### src/logic/sadc_regs.svh
// Timing and width constants of the serial converter readout
`ifndef SADC_REGS_SVH
`define SADC_REGS_SVH
`define SADC_RES_W 16
`define SADC_CNT_W 6
`define SADC_IDX_W 4
`define SADC_CNT_ZERO 6'h00
`define SADC_CNT_ONE 6'h01
`define SADC_START_FALL 6'h05
`define SADC_MSB_FALL 6'h06
`define SADC_LSB_FALL 6'h15
`define SADC_LAST_FALL 6'h24
`define SADC_TRIST_FALL 6'h25
`define SADC_TRIAL_INIT 16'h8000
`define SADC_RESULT_INIT 16'h0000
`endif

### src/logic/sadc_pkg.sv
// Types shared by the serial converter readout files
package sadc_pkg;
   // Sequencer phases of one select-low period
   typedef enum logic [2:0] {
      SADC_IDLE,
      SADC_ACQ,
      SADC_START,
      SADC_CONV,
      SADC_REPEAT,
      SADC_DONE
   } sadc_state_t;
endpackage

### src/logic/sadc_readout.sv
// Conversion and serial readout sequencer of the 16-bit sampling converter
// Functional notes
// - Output bits change on serial clock falling edge
// - Select falling starts sample, convert, transfer
// - First 4.5 to 5 periods acquire input
// - Fifth falling edge drives low start bit
// - Sixteen result bits follow, MSB first
// - Further clocks repeat result LSB first
// - After repeated MSB, tri-state, ignore clocks
// - New conversion only after select high then low
// - Result is unsigned straight binary
// - Power down after conversion or select high
// - Select low powers down analog only
// - Analog powered from cycle start until power-down
// - Each bit output as soon as decided
// - Select high aborts conversion anytime, powers down
`timescale 1ns/1ps
`include "sadc_regs.svh"
module sadc_readout
   import sadc_pkg::*;
(
   input wire logic sys_clk_i,
   input wire logic rst_n_i,
   input wire logic serial_bit_clock_i,
   input wire logic cs_n_i,
   input wire logic cmp_i,
   output logic [`SADC_RES_W-1:0] dac_code_o,
   output logic sample_o,
   output logic analog_pwr_o,
   output logic digital_pwr_o,
   output logic dout_o,
   output logic dout_oe_n_o
);
   sadc_state_t state; // Current phase
   sadc_state_t next_state; // Phase after this cycle
   logic [`SADC_CNT_W-1:0] cnt; // Falling edges seen since select fell
   logic [`SADC_CNT_W-1:0] next_cnt; // Counter value after this cycle
   logic [`SADC_CNT_W-1:0] fall_num; // Number of the falling edge now seen
   logic next_dout; // Serial data after this cycle
   logic next_oe_n; // Output enable after this cycle
   logic clk_fall_raw; // Serial clock falling, select ignored
   logic bit_fall; // Serial clock falling while selected
   logic cs_rise; // Select released
   logic cs_fall; // Select asserted
   logic conv_fall; // Falling edge that decides a result bit
   logic rep_fall; // Falling edge that repeats a result bit
   logic [`SADC_IDX_W-1:0] conv_idx; // Bit decided on this edge
   logic [`SADC_IDX_W-1:0] rep_idx; // Bit repeated on this edge
   logic [`SADC_RES_W-1:0] result; // Decided result bits
   logic sar_clear; // Restart the approximation

   // Serial clock edges; clock level before reset is taken as high
   sadc_edge u_clk_edge (
      .sys_clk_i(sys_clk_i),
      .rst_n_i(rst_n_i),
      .sig_i(serial_bit_clock_i),
      .reset_level_i(1'b0),
      .rise_o(),
      .fall_o(clk_fall_raw)
   );

   // Select edges; select level before reset is taken as high, so a held-low select counts as a fall
   sadc_edge u_cs_edge (
      .sys_clk_i(sys_clk_i),
      .rst_n_i(rst_n_i),
      .sig_i(cs_n_i),
      .reset_level_i(1'b0),
      .rise_o(cs_rise),
      .fall_o(cs_fall)
   );

   // Edge decode; clocks count only while selected and not finished
   assign bit_fall = clk_fall_raw & ~cs_n_i & (state != SADC_IDLE) &
                     (state != SADC_DONE);
   assign fall_num = cnt + `SADC_CNT_ONE;
   assign conv_fall = bit_fall && (fall_num >= `SADC_MSB_FALL) &&
                      (fall_num <= `SADC_LSB_FALL);
   assign rep_fall = bit_fall && (fall_num > `SADC_LSB_FALL) &&
                     (fall_num <= `SADC_LAST_FALL);
   assign conv_idx = `SADC_IDX_W'(`SADC_LSB_FALL - fall_num);
   assign rep_idx = `SADC_IDX_W'(fall_num - `SADC_LSB_FALL);
   assign sar_clear = cs_n_i | cs_fall;

   // Approximation register; the DAC code is its trial word
   sadc_sar u_sar (
      .sys_clk_i(sys_clk_i),
      .rst_n_i(rst_n_i),
      .clear_i(sar_clear),
      .decide_i(conv_fall),
      .bit_idx_i(conv_idx),
      .cmp_i(cmp_i),
      .trial_o(dac_code_o),
      .result_o(result)
   );

   // Sampling and analog power follow the phase; digital power follows select
   assign sample_o = (state == SADC_ACQ);
   // Analog stays on from select fall until the LSB is decided
   assign analog_pwr_o = (state == SADC_ACQ) || (state == SADC_START) ||
                         (state == SADC_CONV);
   // Digital section sleeps only while select is high
   assign digital_pwr_o = ~cs_n_i;

   // Falling-edge counter, cleared whenever select is high or just fell
   always_comb begin
      next_cnt = cnt;
      if (cs_n_i || cs_fall) begin
         next_cnt = `SADC_CNT_ZERO;
      end else if (bit_fall) begin
         next_cnt = fall_num;
      end
   end

   // Phase sequencing
   always_comb begin
      next_state = state;
      unique case (state)
         SADC_IDLE: begin
            if (cs_fall) begin
               next_state = SADC_ACQ;
            end
         end
         SADC_ACQ: begin
            if (bit_fall && fall_num == `SADC_START_FALL) begin
               next_state = SADC_START;
            end
         end
         SADC_START: begin
            if (bit_fall) begin
               next_state = SADC_CONV;
            end
         end
         SADC_CONV: begin
            if (bit_fall && fall_num == `SADC_LSB_FALL) begin
               // Conversion is complete once the LSB is decided
               next_state = SADC_REPEAT;
            end
         end
         SADC_REPEAT: begin
            if (bit_fall && fall_num == `SADC_TRIST_FALL) begin
               next_state = SADC_DONE;
            end
         end
         SADC_DONE: begin
            next_state = SADC_DONE;
         end
      endcase
      // Select high aborts any phase and powers down
      if (cs_n_i) begin
         next_state = SADC_IDLE;
      end
   end

   // Serial output: data changes are launched by a falling clock edge; select high releases the line at once
   always_comb begin
      next_dout = dout_o;
      next_oe_n = dout_oe_n_o;
      if (cs_n_i) begin
         next_oe_n = 1'b1;
      end else if (bit_fall && fall_num == `SADC_START_FALL) begin
         next_dout = 1'b0;
         next_oe_n = 1'b0;
      end else if (conv_fall) begin
         // Bit goes out in the cycle it is decided, no pipeline
         next_dout = cmp_i;
      end else if (rep_fall) begin
         next_dout = result[rep_idx];
      end else if (bit_fall && fall_num == `SADC_TRIST_FALL) begin
         next_oe_n = 1'b1;
      end
   end

   // State registers
   always_ff @(posedge sys_clk_i or negedge rst_n_i) begin
      if (!rst_n_i) begin
         state <= SADC_IDLE;
         cnt <= `SADC_CNT_ZERO;
         dout_o <= 1'b0;
         dout_oe_n_o <= 1'b1;
      end else begin
         state <= next_state;
         cnt <= next_cnt;
         dout_o <= next_dout;
         dout_oe_n_o <= next_oe_n;
      end
   end
endmodule

### src/logic/sadc_edge.sv
// Edge detector for a signal already synchronous to the system clock
`timescale 1ns/1ps
module sadc_edge (
   input wire logic sys_clk_i,
   input wire logic rst_n_i,
   input wire logic sig_i,
   input wire logic reset_level_i,
   output logic rise_o,
   output logic fall_o
);
   logic prev; // Last sampled level

   // Remember the level of the previous cycle; reset always loads high
   always_ff @(posedge sys_clk_i or negedge rst_n_i) begin
      if (!rst_n_i) begin
         prev <= 1'b1;
      end else begin
         prev <= sig_i;
      end
   end

   // Edges are plain compares; the input is not a raw asynchronous pin
   assign rise_o = sig_i & ~prev & ~reset_level_i;
   assign fall_o = ~sig_i & prev;
endmodule

### src/logic/sadc_sar.sv
// Successive approximation register holding trial code and result
`timescale 1ns/1ps
`include "sadc_regs.svh"
module sadc_sar
   import sadc_pkg::*;
(
   input wire logic sys_clk_i,
   input wire logic rst_n_i,
   input wire logic clear_i,
   input wire logic decide_i,
   input wire logic [`SADC_IDX_W-1:0] bit_idx_i,
   input wire logic cmp_i,
   output logic [`SADC_RES_W-1:0] trial_o,
   output logic [`SADC_RES_W-1:0] result_o
);
   localparam logic [`SADC_RES_W-1:0] TRIAL_INIT = `SADC_TRIAL_INIT; // Trial word after clear
   genvar gi;

   // One slice per bit: decide own bit, then arm the next lower trial bit
   generate
      for (gi = 0; gi < `SADC_RES_W; gi = gi + 1) begin : g_bit
         wire this_bit = decide_i && (bit_idx_i == `SADC_IDX_W'(gi));
         wire next_bit = decide_i && (gi < `SADC_RES_W - 1) &&
                         (bit_idx_i == `SADC_IDX_W'(gi + 1));
         always_ff @(posedge sys_clk_i or negedge rst_n_i) begin
            if (!rst_n_i) begin
               trial_o[gi] <= TRIAL_INIT[gi];
               result_o[gi] <= 1'b0;
            end else if (clear_i) begin
               trial_o[gi] <= TRIAL_INIT[gi];
               result_o[gi] <= 1'b0;
            end else if (this_bit) begin
               // Straight binary: comparator high keeps the bit set
               trial_o[gi] <= cmp_i;
               result_o[gi] <= cmp_i;
            end else if (next_bit) begin
               trial_o[gi] <= 1'b1;
            end
         end
      end
   endgenerate
endmodule

### config.mk
export PLATFORM = sky130hd
export DESIGN_NAME = sadc_readout
export DESIGN_NICKNAME = d
export VERILOG_FILES = /design/src/logic/sadc_pkg.sv /design/src/logic/sadc_readout.sv /design/src/logic/sadc_edge.sv /design/src/logic/sadc_sar.sv
export VERILOG_INCLUDE_DIRS = /design/src /design/src/logic
export SDC_FILE = /design/constraint.sdc
export NUM_CORES = 1
export LEC_CHECK = 0
export BUFFER_PORTS_ARGS = -buffer_cell sky130_fd_sc_hd__buf_2
export CAP_MARGIN = 20
export CORE_AREA = 2 2 90 92
export DETAILED_ROUTE_END_ITERATION = 8
export DIE_AREA = 0 0 92 94
export GPL_TIMING_DRIVEN = 0
export SYNTH_ARGS = -nofsm -noshare
export SYNTH_HDL_FRONTEND = slang
export SYNTH_SLANG_ARGS = --single-unit
export TNS_END_PERCENT = 10
### constraint.sdc
create_clock -name sys_clk_i -period 2.65 [get_ports sys_clk_i]
set_input_delay 0.1325 -clock sys_clk_i [delete_from_list [all_inputs] [get_ports sys_clk_i]]
set_output_delay 0.1325 -clock sys_clk_i [all_outputs]
set_load 0.02 [all_outputs]
# Yosys cells after proc, flatten, opt, wreduce, memory -nomap -nowiden
# Cells that the tools add are included.
# op_classes
bitwise	8
n_mux	97
n_eq_ne	31
reduce_logical	66
order_cmp	5
add_sub_neg	3
# op_table
operator	n
2-to-1 mux 1 bit	87
nonzero test 3 bit	18
nonzero test 2 bit	17
== test 4 bit (second input constant)	8
logical AND 1 bit	23
2-to-1 mux 3 bit	6
case mux 3 bit (6 select lines)	1
== test 4 x 3 -> 1 bit (second input constant)	4
inequality test 3 bit (second input constant)	5
2-to-1 mux 6 bit	2
inequality test 3 x 2 -> 1 bit (second input constant)	3
== test 4 x 2 -> 1 bit (second input constant)	2
adder 6 x 1 -> 6 bit (second input constant)	1
== test 3 x 2 -> 1 bit (second input constant)	2
== test 3 bit (second input constant)	2
== test 6 x 3 -> 1 bit (second input constant)	1
== test 6 x 5 -> 1 bit (second input constant)	1
== test 6 bit (second input constant)	1
>= comparator 6 x 3 -> 1 bit (second input constant)	1
greater-than comparator 6 x 5 -> 1 bit (second input constant)	1
<= comparator 6 x 5 -> 1 bit (second input constant)	1
<= comparator 6 bit (second input constant)	1
bitwise AND 1 bit	5
less-than comparator 4 x 5 -> 1 bit (second input constant)	1
13 further kinds	16
# totals
out_inout_bits	21
wordCells	248
regBits	45
in_bits	5

# Longest topological paths before layout
# depth
depth_word	11
depth_mapped	11

# Cells and area by module
# From an unflattened synthesis, not the netlist that was laid out.
# hier_totals
cells_unflattened	291
area_unflattened_um2	2837.7
# modules_own_cells
module	area_each_um2	instances	cells_each
sadc_sar	1590.3	1	150
sadc_readout	1152.4	1	135
sadc_edge	47.5	2	3

# Least setup slack after synthesis
# Ideal clock, no wire load.
# synth_timing
kind	reg-to-reg
start	reg cnt[0]
end	reg dout_o
setup_time_ps	73
path_stages_with_launch	12
arrival_ps	2668
period_less_slack_ps	2742
setup_slack_ps	-92
cell_sequence	dfrtp_1 -> buf_2 -> inv_1 -> ha_1 -> inv_1 -> ha_1 -> and2b_1 -> or4b_4 -> nand3_2 -> mux2i_1 -> a2111o_1 -> a21oi_2
# synth_between
elab_chain_len	7
word_cells_on_any_way	19
classes_between	add/sub (2); order compare (4); eq/ne (1); mux (5); reduce/logical (7)
# synth_lines
element	line	text
start, declared	sadc_readout.sv:36	logic [`SADC_CNT_W-1:0] cnt;
start signal, assigned	sadc_readout.sv:177	cnt <= `SADC_CNT_ZERO;
start signal, assigned	sadc_readout.sv:182	cnt <= next_cnt;
adder 6 x 1 -> 6 bit (no line) *	-	
subtractor 4 x 3 -> 4 bit (no line)	-	
binary-select mux 1 bit (select 4 bit)	sadc_readout.sv:167	next_dout = result[rep_idx];
2-to-1 mux 1 bit (not written as such)	sadc_readout.sv:167	
2-to-1 mux 1 bit	sadc_readout.sv:166	end else if (rep_fall) begin
2-to-1 mux 1 bit	sadc_readout.sv:163	end else if (conv_fall) begin
2-to-1 mux 1 bit	sadc_readout.sv:160	end else if (bit_fall && fall_num == `SADC_START_FALL) begin
end signal, assigned	sadc_readout.sv:183	dout_o <= next_dout;
end, declared	sadc_readout.sv:31	output logic dout_o,
# Mark *: on every way between the ends. The rest lies on a longest branch, timed or not. The select of a mux whose other input is x is not followed.
# A chain may end at the register's enable or synchronous reset.

# Worst setup path after layout
# Ends and elaborated chain as after synthesis.

==> impl_metrics.py <==
metrics = {
    "timing": {
        "setup_viol": 1,
        "relSlewSlack_pct": 45.6,
        "clock_skew_ns": 0.0104,
        "slew_viol_final": 0,
        "finalHoldViolCount": 0,
        "rsz0062_at_grt": "true",
        "tns_ns": -0.0282,
        "hold_ws_ns": 0.291,
        "min_period_ns": 2.68,
        "worst_slew_pin_slew_ns": 0.812,
        "final.setup.worst_slack_ns": -0.0282,
        "timing.fmax_mhz": 373,
        "finalCritPeriodShare_pct": 101,
    },
    "synth": {
        "yosysMostFrequentCell": "dfrtp_1",
        "async_flop_share_pct": 100,
        "syn-num-nets": 313,
        "yosys-top-cells-count": "dfrtp_1 (41), nor2_1 (27), a21oi_1 (19), nand2_1 (16), nor3_1 (11)",
        "synthXorXnorAreaFrac_pct": 3.21,
        "synth_enable_flop_cells": 0,
        "synth_area_um2": 2960,
        "postSynthAreaPerCell_um2": 9.86,
        "synth_top_family_by_area": "simple AND/OR/NAND/NOR gates",
        "synthMuxAreaShare_pct": 5.79,
        "synth-simple-area-share_pct": 22.3,
        "yosysTopAreaCellShare_pct": 34.7,
        "ys_warn_count": 0,
        "netlist_top_cells_area": "dfrtp_1 (35%), dfstp_2 (3.6%), nor2_1 (3.4%)",
        "yosys.area.top_type": "dfrtp_1",
        "synth-seq-area-share_pct": 38.2,
        "ys_types": 70,
        "synthAdderAreaFrac_pct": 3.38,
        "synth_compound_area_share_pct": 20.6,
        "synth-seq-cells": 45,
        "synth_ff_type": "dfrtp_1",
        "syn_inst": 300,
    },
    "cts": {
        "cts_tree": "done",
        "cts-buffers-inserted": 5,
        "clk_latency_ns": 0.31,
        "clock-root-buffer": "clkbuf_8",
        "htreeDepth": 2,
        "clk_path_buf_depth": 2,
        "cts_sinks": 45,
        "clk_pin_slew_ns": 0.09,
    },
    "min_path": {
        "min_to": "u_sar.result_o[2]$_DFFE_PN0P_",
        "min_path_cells": 3,
        "hold_start": "cmp_i",
        "hold_class": "primary input to register",
    },
    "run": {
        "maxCapViolations": 0,
    },
    "cells_and_area": {
        "layout.nets": 356,
        "syn_to_final_growth_pct": 23.0,
        "drive_above_1_share_pct": 32.6,
        "n_antenna_cell": 0,
        "finalInstanceArea_um2": 3640,
    },
    "worst_setup_path": {
        "end_kind": "register",
        "worstPathMaxFanout": 3,
        "r2r-end": "dout_o$_DFFE_PN0P_",
        "cp_data_arrival_time_ns": 2.92,
        "reg2reg_slack_ns": -0.03,
        "r2r_cells": 11,
        "crit_type": "register to register",
        "required_ns": 2.89,
        "worstSetupStartpointType": "register",
        "r2r_start": "cnt[0]$_DFFE_PN0P_",
    },
    "grt": {
        "grtUsageTotal_pct": 18.8,
        "first_global_vias": 2496,
        "grt_pass1_wl_um": 12800,
        "grt_overflow": 0,
        "grt_max_degree": 46,
        "antenna_found_initial": 0,
    },
    "power": {
        "power.total_mw": 1.34,
        "p_per_area_nw_per_um2": 368,
        "ir_drop_v": 0.000196,
        "leakage_nw": 1.48,
    },
    "floorplanning": {
        "fp.dieH_um": 94,
        "die_x_um": 92,
        "fp.coreArea_um2": 7610,
        "row_count": 32,
        "ioPinCount": 26,
        "die_area_um2": 8650,
        "start_util_pct": 38.9,
    },
    "routing": {
        "dr.pass1.iters": 4,
        "via_per_inst": 5.75,
        "drc": 0,
        "wl_per_cell_um": 17.8,
        "wirelength_um": 7930,
        "antenna_left": 0,
        "vias": 2565,
        "drtIter0Drc": 195,
    },
    "placement": {
        "dpl_cell_area_um2": 3210,
        "io_buffer_count": 24,
        "hpwl_um": 5390,
        "pre_cts_ws_ns": -0.285,
        "place.gp.congestion": 0.852,
    },
    "run_status": {
        "status": "finished with violations",
        "violations": "setup timing",
    },
}
==> sequential cells by signal (all words and copies together) (netlist names) <==
register         count
u_sar.trial_o       16
u_sar.result_o      16
u_cs_edge.prev       1
state                3
u_clk_edge.prev      1
dout_o               1
dout_oe_n_o          1
cnt                  6
==> critical path, cell delays in order (launching register included) <==
cell and delay [ns]:
dfrtp_2 0.43, buf_8 0.12, clkinvlp_4 0.11, ha_4 0.31, inv_4 0.04, ha_4 0.15
and2b_1 0.18, or4b_4 0.56, nand3_4 0.12, o31ai_2 0.07, a2111o_1 0.40, a21oi_2 0.13
==> stage by stage <==
step,instances,utilization (%)
after CTS,436,44.7
after floorplan,300,-
after global placement,426,42.2
after global routing,446,47.8
final,446,47.8
after detailed placement,426,42.2
==> cells in the final DEF, fill, tap and decap left out, types with 6 or more instances in the layout <==
| master | count |
|---|---|
| a21oi_1 | 18 |
| a31oi_1 | 6 |
| buf_2 | 27 |
| buf_4 | 12 |
| buf_6 | 7 |
| clkbuf_1 | 7 |
| dfrtp_1 | 40 |
| inv_1 | 8 |
| mux2i_1 | 7 |
| nand2_1 | 15 |
| nand3_1 | 9 |
| nand4_1 | 8 |
| nor2_1 | 27 |
| nor2b_1 | 6 |
| nor3_1 | 9 |
| o21ai_0 | 10 |
| o31ai_1 | 6 |
| xnor2_1 | 6 |
==> power by group <==
| part | internal [mW] | switching (mW) |
|---|---|---|
| clock network | 0.283 | 0.251 |
| logic | 0.0370 | 0.0745 |
| registers | 0.691 | 0.00205 |
| total | 1.01 | 0.327 |
==> cell type report <==
class                      count  area [µm²]
sequential                    45        1130
inverter                      11        47.5
buffer                        20         151
clock buffer                   6        72.6
fill                         702        3970
multi-input combinational    222        1820
tap                          102         128
clock inverter                 2        38.8
timing repair buffer          38         245
==> how the worst max path moves through the flow <==
| stage | from | endpoint | depth (start not counted) |
|---|---|---|---|
| global route | cnt[0]$_DFFE_PN0P_ | dout_o$_DFFE_PN0P_ | 11 |
| floorplan | cnt[0]$_DFFE_PN0P_ | dout_o$_DFFE_PN0P_ | 11 |
| detailed placement | cnt[0]$_DFFE_PN0P_ | u_sar.result_o[13]$_DFFE_PN0P_ | 10 |
| global placement | cnt[0]$_DFFE_PN0P_ | u_sar.result_o[13]$_DFFE_PN0P_ | 10 |
| CTS | cnt[0]$_DFFE_PN0P_ | dout_o$_DFFE_PN0P_ | 11 |
| finish | cnt[0]$_DFFE_PN0P_ | dout_o$_DFFE_PN0P_ | 11 |
==> kinds of logic after synthesis <==
| group | Yosys count |
|---|---|
| AND/OR/NAND/NOR | 113 |
| multiplexers | 11 |
| AO/OA/AOI/OAI | 80 |
| flip-flops | 45 |
| adder cells (fa/ha/maj) | 8 |
| XOR/XNOR | 10 |
| buffers and inverters | 33 |
==> metal layers <==
layer | vias up | part of all wire, % | track usage, %
met4 | 0 | 1.5 | 6.34
met3 | 12 | 5.0 | 2.65
met2 | 94 | 47 | 29.7
met1 | 1260 | 46 | 26.4
met5 | - | 0 | 0
li1 | 1199 | - | -
==> timing repair <==
action                                  4_1_cts  5_1_grt
hold buffers                                  2        1
endpoints found under the setup margin       31       28
setup buffers                                 1        9
resized for setup                             8       26
pin swaps                                     0        9
hold endpoints to repair                      2       17
(Power assumes the default switching activity.)
